===== config.mk =====
export PLATFORM = sky130hd
export DESIGN_NAME = clk_input_ctrl
export DESIGN_NICKNAME = d
export VERILOG_FILES = /design/src/core/clk_input_pkg.sv /design/src/core/prescaler_if.sv /design/src/core/clk_input_ctrl.sv /design/src/core/prescaler_div.sv
export SDC_FILE = /design/constraint.sdc
export NUM_CORES = 1
export LEC_CHECK = 0
export ABC_AREA = 1
export BUFFER_PORTS_ARGS = -buffer_cell sky130_fd_sc_hd__buf_2
export CAP_MARGIN = 20
export CORE_UTILIZATION = 45
export DETAILED_ROUTE_END_ITERATION = 6
export HOLD_SLACK_MARGIN = 0.06
export PLACE_DENSITY_LB_ADDON = 0.2
export SKIP_LAST_GASP = 1
export SLEW_MARGIN = 20
export SYNTH_ARGS = -nofsm -noshare
export SYNTH_HDL_FRONTEND = slang
export SYNTH_HIERARCHICAL = 1
export SYNTH_SLANG_ARGS = --single-unit

===== constraint.sdc =====
create_clock -name mclk_in -period 5.7 [get_ports mclk_in]
set_clock_uncertainty 0.2 [all_clocks]
set_input_delay 0.855 -clock mclk_in [delete_from_list [all_inputs] [get_ports mclk_in]]
set_output_delay 0.855 -clock mclk_in [all_outputs]
set_load 0.01 [all_outputs]

===== src/core/clk_input_pkg.sv =====
// Purpose: Constants for the clock input, prescaler and sync control block
// Assumes: 8-bit register data, 10-bit register address, 100 MHz mclk_in
package clk_input_pkg;
  localparam int ADDR_W = 10;
  localparam int DATA_W = 8;
  localparam int RATIO_W = 3;
  // Register offsets
  localparam logic [9:0] PRESCALER_RATIO_ADDR = 10'h1E0;
  localparam logic [9:0] INPUT_SOURCE_AND_POWER_ADDR = 10'h1E1;
  localparam logic [9:0] SYSTEM_POWER_AND_SYNC_ADDR = 10'h230;
  localparam logic [9:0] UPDATE_STROBE_ADDR = 10'h232;
  localparam logic [9:0] BLOCK_STATUS_ADDR = 10'h233;
  // Prescaler ratio field
  localparam logic [2:0] RATIO_RESET = 3'h2;
  localparam logic [2:0] RATIO_LAST_DIVIDE = 3'h4;
  localparam logic [2:0] RATIO_OFFSET = 3'h2;
  // Input source and power bits
  localparam int BYPASS_BIT = 0;
  localparam int VCO_SEL_BIT = 1;
  localparam int PD_VCO_CLK_BIT = 2;
  localparam int PD_VCO_IF_BIT = 3;
  localparam int PD_INPUT_BIT = 4;
  localparam logic [4:0] INPUT_RESET = 5'h00;
  // System bits
  localparam int SOFT_SYNC_BIT = 0;
  localparam int PD_DIST_REF_BIT = 1;
  localparam int PD_SYNC_BIT = 2;
  localparam logic [2:0] SYSTEM_RESET = 3'h0;
  // Update bit
  localparam int UPDATE_BIT = 0;
  // Status bits
  localparam int ST_DIV_OUT_BIT = 0;
  localparam int ST_SYNC_HOLD_BIT = 1;
  localparam int ST_CONFLICT_BIT = 2;
  localparam int ST_UPDATE_BIT = 3;
  // Source select codes seen by bypassed channel pairs
  localparam logic [1:0] DIRECT_VCO_CODE = 2'h2;
  localparam logic [1:0] DIRECT_EXT_CODE = 2'h0;
endpackage : clk_input_pkg


===== src/core/prescaler_if.sv =====
// Purpose: Carrier between the control logic and the prescaler
// Assumes: Single clock domain, source edge already synchronised
// Notes: ctrl drives the settings, div returns the divided level
interface prescaler_if;
  logic src_level;
  logic src_rise;
  logic run;
  logic bypass;
  logic static_hold;
  logic [clk_input_pkg::RATIO_W-1:0] ratio_code;
  logic div_level;
  modport ctrl (
    output src_level, src_rise, run, bypass, static_hold, ratio_code,
    input div_level
  );
  modport div (
    input src_level, src_rise, run, bypass, static_hold, ratio_code,
    output div_level
  );
endinterface : prescaler_if


===== src/core/clk_input_ctrl.sv =====
// Purpose: Register file, source select, power-down and sync control
// Assumes: Clock pins and sync pin are asynchronous and are synchronised here
// Notes: Writes land in buffer registers; the update bit makes them active
module clk_input_ctrl #(
  parameter int NUM_CHANNELS = 3
) (
  // Clock and reset
  input wire logic mclk_in,
  input wire logic srst_in,
  // Register port
  input wire logic [clk_input_pkg::ADDR_W-1:0] addr_in,
  input wire logic [clk_input_pkg::DATA_W-1:0] wr_data_in,
  input wire logic wr_in,
  input wire logic rd_in,
  output logic [clk_input_pkg::DATA_W-1:0] rd_data_out,
  // Clock sources and sync pin
  input wire logic vco_clk_in,
  input wire logic ext_clk_in,
  input wire logic sync_pin_n_in,
  // Channel pair settings
  input wire logic [NUM_CHANNELS-1:0] chan_nosync_in,
  input wire logic [NUM_CHANNELS-1:0] chan_bypass_in,
  // Prescaler and power controls
  output logic prescaler_clk_out,
  output logic pd_input_section_out,
  output logic pd_vco_if_out,
  output logic pd_vco_clk_out,
  output logic pd_sync_out,
  output logic pd_dist_ref_out,
  output logic cfg_conflict_out,
  // Channel sync and direct routing
  output logic [NUM_CHANNELS-1:0] chan_sync_hold_out,
  output logic [NUM_CHANNELS-1:0] chan_sync_pulse_out,
  output logic [NUM_CHANNELS-1:0] chan_direct_vco_out,
  output logic [NUM_CHANNELS-1:0] chan_direct_ext_out
);

  if (NUM_CHANNELS < 1 || NUM_CHANNELS > 8)
  begin : g_bad_channels
    $error("NUM_CHANNELS must be between 1 and 8");
  end

  if (clk_input_pkg::DATA_W < clk_input_pkg::PD_INPUT_BIT + 1 || clk_input_pkg::RATIO_W != 3)
  begin : g_bad_widths
    $error("register fields must fit the data width");
  end

  // Buffer registers, as software last wrote them
  logic [2:0] buf_ratio;
  logic [4:0] buf_input;
  logic [2:0] buf_system;
  // Active registers, steering the hardware
  logic [2:0] act_ratio;
  logic [4:0] act_input;
  logic [2:0] act_system;
  logic update_pend;

  // Synchronisers: first stage feeds only the second stage
  logic [2:0] pin_meta;
  logic [2:0] pin_sync;
  logic src_prev;
  logic src_level;
  logic sync_req_prev;
  logic sync_req;
  logic sync_fall;

  logic wr_ratio;
  logic wr_input;
  logic wr_system;
  logic wr_update_set;
  logic next_update_pend;
  logic [clk_input_pkg::DATA_W-1:0] next_rd_data;

  logic bypass_act;
  logic vco_sel_act;
  logic src_powered;
  logic path_powered;
  logic prescaler_static;
  logic copy_now;
  logic pin_sync_req;
  logic soft_sync_req;
  logic sync_powered;
  logic direct_vco_code;
  logic direct_ext_code;
  logic [clk_input_pkg::DATA_W-1:0] status_word;

  prescaler_if pif ();

  // Register writes into the buffer set
  assign wr_ratio = wr_in && (addr_in == clk_input_pkg::PRESCALER_RATIO_ADDR);
  assign wr_input = wr_in && (addr_in == clk_input_pkg::INPUT_SOURCE_AND_POWER_ADDR);
  assign wr_system = wr_in && (addr_in == clk_input_pkg::SYSTEM_POWER_AND_SYNC_ADDR);
  assign wr_update_set = wr_in && (addr_in == clk_input_pkg::UPDATE_STROBE_ADDR)
    && wr_data_in[clk_input_pkg::UPDATE_BIT];

  always_ff @(posedge mclk_in)
  begin
    if (srst_in)
      buf_ratio <= clk_input_pkg::RATIO_RESET;
    else if (wr_ratio)
      buf_ratio <= wr_data_in[2:0];
  end

  always_ff @(posedge mclk_in)
  begin
    if (srst_in)
      buf_input <= clk_input_pkg::INPUT_RESET;
    else if (wr_input)
      buf_input <= wr_data_in[4:0];
  end

  always_ff @(posedge mclk_in)
  begin
    if (srst_in)
      buf_system <= clk_input_pkg::SYSTEM_RESET;
    else if (wr_system)
      buf_system <= wr_data_in[2:0];
  end

  // Update request: a new write of 1 wins over the self-clear
  always_comb
  begin
    next_update_pend = 1'b0;
    if (wr_update_set)
      next_update_pend = 1'b1;
  end

  always_ff @(posedge mclk_in)
  begin
    if (srst_in)
      update_pend <= 1'b0;
    else
      update_pend <= next_update_pend;
  end

  // Copy the buffer set while the request stands; all three move on the same edge
  assign copy_now = update_pend;

  always_ff @(posedge mclk_in)
  begin
    if (srst_in)
      act_ratio <= clk_input_pkg::RATIO_RESET;
    else if (copy_now)
      act_ratio <= buf_ratio;
  end

  always_ff @(posedge mclk_in)
  begin
    if (srst_in)
      act_input <= clk_input_pkg::INPUT_RESET;
    else if (copy_now)
      act_input <= buf_input;
  end

  always_ff @(posedge mclk_in)
  begin
    if (srst_in)
      act_system <= clk_input_pkg::SYSTEM_RESET;
    else if (copy_now)
      act_system <= buf_system;
  end

  // Status word, assembled from live state
  always_comb
  begin
    status_word = '0;
    status_word[clk_input_pkg::ST_DIV_OUT_BIT] = pif.div_level;
    status_word[clk_input_pkg::ST_SYNC_HOLD_BIT] = sync_req;
    status_word[clk_input_pkg::ST_CONFLICT_BIT] = cfg_conflict_out;
    status_word[clk_input_pkg::ST_UPDATE_BIT] = update_pend;
  end

  // Read data, valid in the cycle after the strobe
  always_comb
  begin
    next_rd_data = '0;
    case (addr_in)
      clk_input_pkg::PRESCALER_RATIO_ADDR:
        next_rd_data[2:0] = buf_ratio;
      clk_input_pkg::INPUT_SOURCE_AND_POWER_ADDR:
        next_rd_data[4:0] = buf_input;
      clk_input_pkg::SYSTEM_POWER_AND_SYNC_ADDR:
        next_rd_data[2:0] = buf_system;
      clk_input_pkg::UPDATE_STROBE_ADDR:
        next_rd_data[clk_input_pkg::UPDATE_BIT] = update_pend;
      clk_input_pkg::BLOCK_STATUS_ADDR:
        next_rd_data = status_word;
      default:
        next_rd_data = '0;
    endcase
  end

  always_ff @(posedge mclk_in)
  begin
    if (srst_in)
      rd_data_out <= '0;
    else if (rd_in)
      rd_data_out <= next_rd_data;
    else
      rd_data_out <= '0;
  end

  // Pin synchronisers
  always_ff @(posedge mclk_in)
  begin
    if (srst_in)
    begin
      pin_meta <= 3'h4;
      pin_sync <= 3'h4;
    end
    else
    begin
      pin_meta <= {sync_pin_n_in, ext_clk_in, vco_clk_in};
      pin_sync <= pin_meta;
    end
  end

  // Source decode
  assign bypass_act = act_input[clk_input_pkg::BYPASS_BIT];
  assign vco_sel_act = act_input[clk_input_pkg::VCO_SEL_BIT];
  // Bypass with the VCO selected is illegal; flag it and keep dividing
  assign cfg_conflict_out = bypass_act && vco_sel_act;
  assign src_powered = !act_input[clk_input_pkg::PD_VCO_CLK_BIT];
  assign path_powered = !act_input[clk_input_pkg::PD_INPUT_BIT]
    && !(vco_sel_act && act_input[clk_input_pkg::PD_VCO_IF_BIT]);
  assign prescaler_static = (act_ratio > clk_input_pkg::RATIO_LAST_DIVIDE);

  always_comb
  begin
    src_level = 1'b0;
    if (src_powered)
    begin
      if (vco_sel_act)
        src_level = pin_sync[0];
      else
        src_level = pin_sync[1];
    end
  end

  always_ff @(posedge mclk_in)
  begin
    if (srst_in)
      src_prev <= 1'b0;
    else
      src_prev <= src_level;
  end

  // Prescaler settings
  assign pif.src_level = src_level;
  assign pif.src_rise = src_level && !src_prev;
  assign pif.run = path_powered && src_powered;
  assign pif.bypass = bypass_act && !vco_sel_act;
  assign pif.static_hold = prescaler_static;
  assign pif.ratio_code = prescaler_static ? clk_input_pkg::RATIO_RESET : act_ratio;

  prescaler_div u_prescaler (
    .mclk_in(mclk_in),
    .srst_in(srst_in),
    .pif(pif)
  );

  assign prescaler_clk_out = pif.div_level;

  // Power-down outputs straight from the active set
  assign pd_input_section_out = act_input[clk_input_pkg::PD_INPUT_BIT];
  assign pd_vco_if_out = act_input[clk_input_pkg::PD_VCO_IF_BIT];
  assign pd_vco_clk_out = act_input[clk_input_pkg::PD_VCO_CLK_BIT];
  assign pd_sync_out = act_system[clk_input_pkg::PD_SYNC_BIT];
  assign pd_dist_ref_out = act_system[clk_input_pkg::PD_DIST_REF_BIT];

  // Sync request: pin low or soft bit high, unless sync is powered down
  assign sync_powered = !act_system[clk_input_pkg::PD_SYNC_BIT];
  assign pin_sync_req = !pin_sync[2];
  assign soft_sync_req = act_system[clk_input_pkg::SOFT_SYNC_BIT];

  always_comb
  begin
    sync_req = 1'b0;
    if (sync_powered)
      sync_req = pin_sync_req || soft_sync_req;
  end

  always_ff @(posedge mclk_in)
  begin
    if (srst_in)
      sync_req_prev <= 1'b0;
    else
      sync_req_prev <= sync_req;
  end

  // Release of the request fires the sync; powering sync down mid-hold must not
  assign sync_fall = sync_req_prev && !sync_req && sync_powered;

  // Code 01b and the illegal 11b route nothing
  assign direct_vco_code = (act_input[clk_input_pkg::VCO_SEL_BIT:clk_input_pkg::BYPASS_BIT]
    == clk_input_pkg::DIRECT_VCO_CODE);
  assign direct_ext_code = (act_input[clk_input_pkg::VCO_SEL_BIT:clk_input_pkg::BYPASS_BIT]
    == clk_input_pkg::DIRECT_EXT_CODE);

  // One slice per channel pair: sync gating and direct routing
  for (genvar ch = 0; ch < NUM_CHANNELS; ch++)
  begin : g_chan
    logic sync_hold;
    logic sync_pulse;
    logic route_vco;
    logic route_ext;

    always_ff @(posedge mclk_in)
    begin
      if (srst_in)
        sync_hold <= 1'b0;
      else
        sync_hold <= sync_req && !chan_nosync_in[ch];
    end

    always_ff @(posedge mclk_in)
    begin
      if (srst_in)
        sync_pulse <= 1'b0;
      else
        sync_pulse <= sync_fall && !chan_nosync_in[ch];
    end

    always_ff @(posedge mclk_in)
    begin
      if (srst_in)
        route_vco <= 1'b0;
      else
        route_vco <= chan_bypass_in[ch] && direct_vco_code;
    end

    always_ff @(posedge mclk_in)
    begin
      if (srst_in)
        route_ext <= 1'b0;
      else
        route_ext <= chan_bypass_in[ch] && direct_ext_code;
    end

    assign chan_sync_hold_out[ch] = sync_hold;
    assign chan_sync_pulse_out[ch] = sync_pulse;
    assign chan_direct_vco_out[ch] = route_vco;
    assign chan_direct_ext_out[ch] = route_ext;
  end

endmodule : clk_input_ctrl


===== src/core/prescaler_div.sv =====
// Purpose: Divide the selected source by 2 to 6, bypass it or hold it static
// Assumes: src_rise is a one-cycle pulse per source rising edge
// Notes: Odd ratios give an uneven duty cycle; only the period is exact
module prescaler_div (
  // Clock and reset
  input wire logic mclk_in,
  input wire logic srst_in,
  // Settings and result
  prescaler_if.div pif
);
  logic [clk_input_pkg::RATIO_W-1:0] count;
  logic [clk_input_pkg::RATIO_W-1:0] ratio;
  logic [clk_input_pkg::RATIO_W-1:0] half;

  assign ratio = pif.ratio_code + clk_input_pkg::RATIO_OFFSET;
  assign half = ratio >> 1;

  always_ff @(posedge mclk_in)
  begin
    if (srst_in || !pif.run || pif.static_hold)
      count <= '0;
    else if (pif.src_rise)
    begin
      if (count >= ratio - 3'h1)
        count <= '0;
      else
        count <= count + 3'h1;
    end
  end

  always_ff @(posedge mclk_in)
  begin
    if (srst_in || !pif.run)
      pif.div_level <= 1'b0;
    else if (pif.bypass)
      pif.div_level <= pif.src_level;
    else if (pif.static_hold)
      pif.div_level <= 1'b0;
    else
      pif.div_level <= (count >= half);
  end
endmodule : prescaler_div


# Yosys cells after proc, flatten, opt, wreduce, memory -nomap -nowiden
# Index checks and enable logic that the tools add are counted.
# op_classes
addsub	3
order_cmp	3
n_eq_ne	6
n_mux	11
n_bitwise	1
reduce_logical	42
# op_table
operator	n
$eq 10x10->1 const B	3
$logic_and 1x1->1	25
$eq 10x9->1 const B	2
$logic_not 1->1	12
$pmux 2 s4	1
$mux 1	6
$mux 3	2
$pmux 1 s5	1
$pmux 2 s2	1
$add 3x1->3 const B	1
$add 3x2->3 const B	1
$ge 3x2->1	1
$ge 3x3->1	1
$gt 3x3->1 const B	1
$logic_or 1x1->1	3
$sub 3x1->3 const B	1
$eq 2x2->1 const B	1
$logic_not 2->1	1
$reduce_or 2->1	1
$not 1->1	1
# word_totals
regBits	55
in_bits	31
wordCells	93

# Depth between registers and ports, before layout
# depth
word_depth	7
depth_mapped	14
depth_no_buf	14

# By module
# The synthesis kept the hierarchy.
# modules_own_cells
module	instances	cells_per_inst	area_per_inst_um2	seq_area_each_um2
clk_input_ctrl	1	287	2075.7	960.9
prescaler_div	1	44	332.8	80.1

# Least setup slack after synthesis
# No wires, ideal clock.
# synth_path
path_type	reg2reg
startpoint	reg act_ratio[0]
endpoint	reg u_prescaler/count[0] (netlist bit)
arrival_ps	1731
required_ps	5436
path_slack_ps	3705
path_stages_with_launch	11
path_buffers	0
path_cell_list	dfxtp_1 inv_1 o21ai_0 ha_1 xor2_1 ha_1 a21oi_1 nand2_1 nand2_1 nand2_1 nor2_1
# synth_between
elab_chain_len	6
# synth_rtl
element	line_no	text
start, declared	clk_input_ctrl.sv:53	logic [2:0] act_ratio;
start signal, assigned	clk_input_ctrl.sv:142	act_ratio <= clk_input_pkg::RATIO_RESET;
start signal, assigned	clk_input_ctrl.sv:144	act_ratio <= buf_ratio;
$gt 3x3->1	clk_input_ctrl.sv:226	assign prescaler_static = (act_ratio > clk_input_pkg::RATIO_LAST_DIVIDE);
$mux 3	clk_input_ctrl.sv:254	assign pif.ratio_code = prescaler_static ? clk_input_pkg::RATIO_RESET : act_ratio;
via pif.ratio_code (one bit)	prescaler_if.sv:10	logic [clk_input_pkg::RATIO_W-1:0] ratio_code;
$add 3x2->3	prescaler_div.sv:15	assign ratio = pif.ratio_code + clk_input_pkg::RATIO_OFFSET;
$sub 3x1->3	prescaler_div.sv:24	if (count >= ratio - 3'h1)
$ge 3x3->1	prescaler_div.sv:24	
$mux 3	prescaler_div.sv:24	
end signal, assigned	prescaler_div.sv:27	count <= count + 3'h1;
end, declared	prescaler_div.sv:11	logic [clk_input_pkg::RATIO_W-1:0] count;
# The timed path passes the listed nets, and every way through them passes these cells.
# A chain may end at the register's enable or synchronous reset.

# Final worst setup path
# Same ends and word-level chain as after synthesis.

==> results.ini <==
[outcome]
status = complete, no violations

[critical_path]
slowest_delay_ns = 0.41
r2r_cells = 10
r2r_setup_slack_ns = 3.51
slowest_stage = o21ai_0
cp_common_cell = nand2_1
arrival_ns = 2.23
path_max_fanout = 4
r2r-start = act_ratio[0]$_SDFFE_PP0P_
worstSetupEndpointType = flop
cp-startpoint = act_ratio[0]$_SDFFE_PP0P_
path_class = flop to flop
required_ns = 5.74
r2r_end = u_prescaler/count[0]$_SDFFE_PP0P_
cp-endpoint = u_prescaler/count[0]$_SDFFE_PP0P_
worst_setup_path_start_kind = flop
path_cells = inv_1 > o21ai_0 > ha_1 > xor2_1 > ha_1 > a21oi_1 > nand2_1 > nand2_1 > nand2_1 > nor2_1

[synthesis]
syn_avg_cell_area_um2 = 7.28
synth-async-reset-ratio_pct = 0
synth_commonest_cells = nor2_1, dfxtp_1, inv_1, nand2_1, nand3_1
ys_top_cells_by_area = dfxtp_1, nor2_1, inv_1
yosysSeqAreaShare_pct = 43.2
synth_flop_cell = dfxtp_1
ys_seq_elements = 52
synth_edf_count = 0
yosysTopAreaCellShare_pct = 43.2
netlist-cell-type-count = 27
syn_inst = 331
yosys.area.top_type = dfxtp_1
yosys.cell_count.top_type = nor2_1
syn_area_mm2 = 0.00241
ys_warn_count = 6

[route]
route.antenna.remaining_nets = 0
avgViaCountPerCell = 4.65
wl_per_cell_um = 10.7
drcViolationCount = 0
totalWireLength_mm = 4.72
vias = 2045
drt_iter0_markers = 125
drt_first_pass_iters = 4

[power]
switching_power_mw = 0.150
clkPwrFrac_pct = 37.8
swShare_pct = 22.5
pwr-share-comb_pct = 6.8
internal-power_mw = 0.516
ir_drop_v = 0.000138
seq_power_share_pct = 55.4
p_per_area_mw_per_mm2 = 244
p_leak_nw = 1.38

[placed_design]
io_buffers = 51
hpwl_mm = 3.55
dp.cells = 432
placed_area_mm2 = 0.00262
gp_congestion = 0.878

[timing]
period_needed_ns = 2.19
setup_viol = 0
hold_viol_final = 0
post-route-period-util_pct = 38.4
maxSlewHeadroom_pct = 58.8
hold_slack_ns = 0.215
fmax_mhz = 457
slew_viol_final = 0
tns_ns = 0
tightest_slew_ns = 0.614
rsz0062_at_grt = false

[clock_tree]
root_buffer = clkbuf_8
numClockSinks = 52
clk_pin_slew_worst_paths_ns = 0.09
cts.repair.resized = 0
cts_hold_buffers = 0
cts_buffers = 5
clockBufferDepth = 2
cts_max_level = 2
cts_setup_buffers = 0
tritoncts = yes
clk_latency_ns = 0.30

[global_routing]
grt_use_met3_pct = 3.61
gr-total-overflow = 0
grt_usage_pct = 18.1
busiest_layer = met2
grt_util_met1_pct = 24.5
grt_first_pass_wirelength_mm = 7.71
use_met2_pct = 28.7
grt_pass1_vias = 1753
antenna_found_initial = 0
grt_max_degree = 24

[floorplan]
core_area_mm2 = 0.00514
fp-row-count = 26
die_w_um = 75.2
die_y_um = 75.2
io_pins = 58
dieArea_mm2 = 0.00565
initial_core_util_pct = 46.9

[finish]
fin_area_mm2 = 0.00273
antenna_cells = 0
area_growth_pct = 13.4
utilization_pct = 53.1
nets = 407
drive_gt1_share_pct = 18.9
fin_cells = 440

[min_path]
min_path_type = flop to flop

[flow_run]
max-cap-violations = 0

==> metal layers <==
layer	routed length [µm]	vias to the layer above
met5	0	-
met1	2400	883
li1	-	1103
met3	244	6
met4	68	0
met2	2000	53
==> metrics by stage <==
step | setup slack (ns) | power [mW]
2_1_floorplan | 3.70 | 0.408
3_3_place_gp | 3.40 | 0.423
3_5_place_dp | 3.37 | 0.423
4_1_cts | 3.50 | 0.673
5_1_grt | 3.32 | 0.698
6_report | 3.51 | 0.666
==> sequential cells by signal (all words and copies together) (netlist names) <==
signal,count
buf_ratio,3
src_prev,1
g_chan.route_ext,3
act_ratio,3
buf_input,5
g_chan.sync_pulse,3
g_chan.sync_hold,3
sync_req_prev,1
pin_meta,3
u_prescaler/count,3
copy_now,1
g_chan.route_vco,3
pin_sync,3
u_prescaler/pif.div_level,1
act_input,5
rd_data_out,5
act_system,3
buf_system,3
==> power by group through the flow <==
stage          logic [mW]  clock network, mW  registers [mW]
6_report           0.0452              0.252           0.369
5_1_grt            0.0520              0.276           0.370
4_1_cts            0.0456              0.258           0.369
3_5_place_dp       0.0453                  0           0.378
3_3_place_gp       0.0450                  0           0.378
2_1_floorplan      0.0304                  0           0.377
==> cells by family (layout without fill, tap and decap cells) <==
kind of cell | after synthesis | after routing | share of synthesized area, %
and+or+nand+nor | 165 | 165 | 31.0
other | 1 | 3 | 0.156
adders and majority gates | 7 | 7 | 3.64
buffers and inverters | 72 | 109 | 13.6
xor gates and xnor gates | 4 | 4 | 1.77
AOI/OAI and AO/OA | 29 | 29 | 6.18
DFF | 52 | 52 | 43.2
muxes | 1 | 1 | 0.416
==> worst min-delay path by stage <==
stage / end / startpoint / cells after the start
finish: pin_sync[1]$_SDFF_PP0_ / pin_meta[1]$_SDFF_PP0_ / 2
global route: pin_sync[2]$_SDFF_PP1_ / pin_meta[2]$_SDFF_PP1_ / 1
CTS: pin_sync[2]$_SDFF_PP1_ / pin_meta[2]$_SDFF_PP1_ / 1
detailed placement: pin_sync[2]$_SDFF_PP1_ / pin_meta[2]$_SDFF_PP1_ / 1
global placement: pin_sync[2]$_SDFF_PP1_ / pin_meta[2]$_SDFF_PP1_ / 1
floorplan: pin_sync[0]$_SDFF_PP0_ / pin_meta[0]$_SDFF_PP0_ / 2
==> critical path: cells and delay by family (launching register included) <==
kind	cells	cell delay (ns)
AO/OA/AOI/OAI	2	0.54
adder cells (fa/ha/maj)	2	0.51
flip-flops	1	0.33
AND/OR/NAND/NOR	4	0.32
XOR/XNOR	1	0.15
buffers and inverters	1	0.07
==> final cells by class <==
cell class | instances | area [µm²]
inverters | 50 | 188
fillers | 532 | 2410
flip-flops and latches | 52 | 1040
multi-input cells | 209 | 1050
clock inverters | 2 | 38.8
repair buffers | 51 | 255
clock buffers | 6 | 72.6
well taps | 70 | 87.6
==> layout by cell type, fill, tap and decap left out, drive strengths merged <==
| cell | instances |
|---|---|
| nor2 | 63 |
| dfxtp | 52 |
| nand2 | 52 |
| buf | 51 |
| inv | 51 |
| nand3 | 18 |
| nor3 | 17 |
| a21oi | 14 |
| o21ai | 14 |
| nand4 | 12 |
| ha | 7 |
| clkbuf | 6 |
| conb | 3 |
| or2 | 2 |
| xor2 | 2 |
| xnor2 | 2 |
| a211o | 1 |
| nor4 | 1 |
| bufinv | 1 |
| mux2i | 1 |
Note: power is estimated with default switching activity, not from simulation.
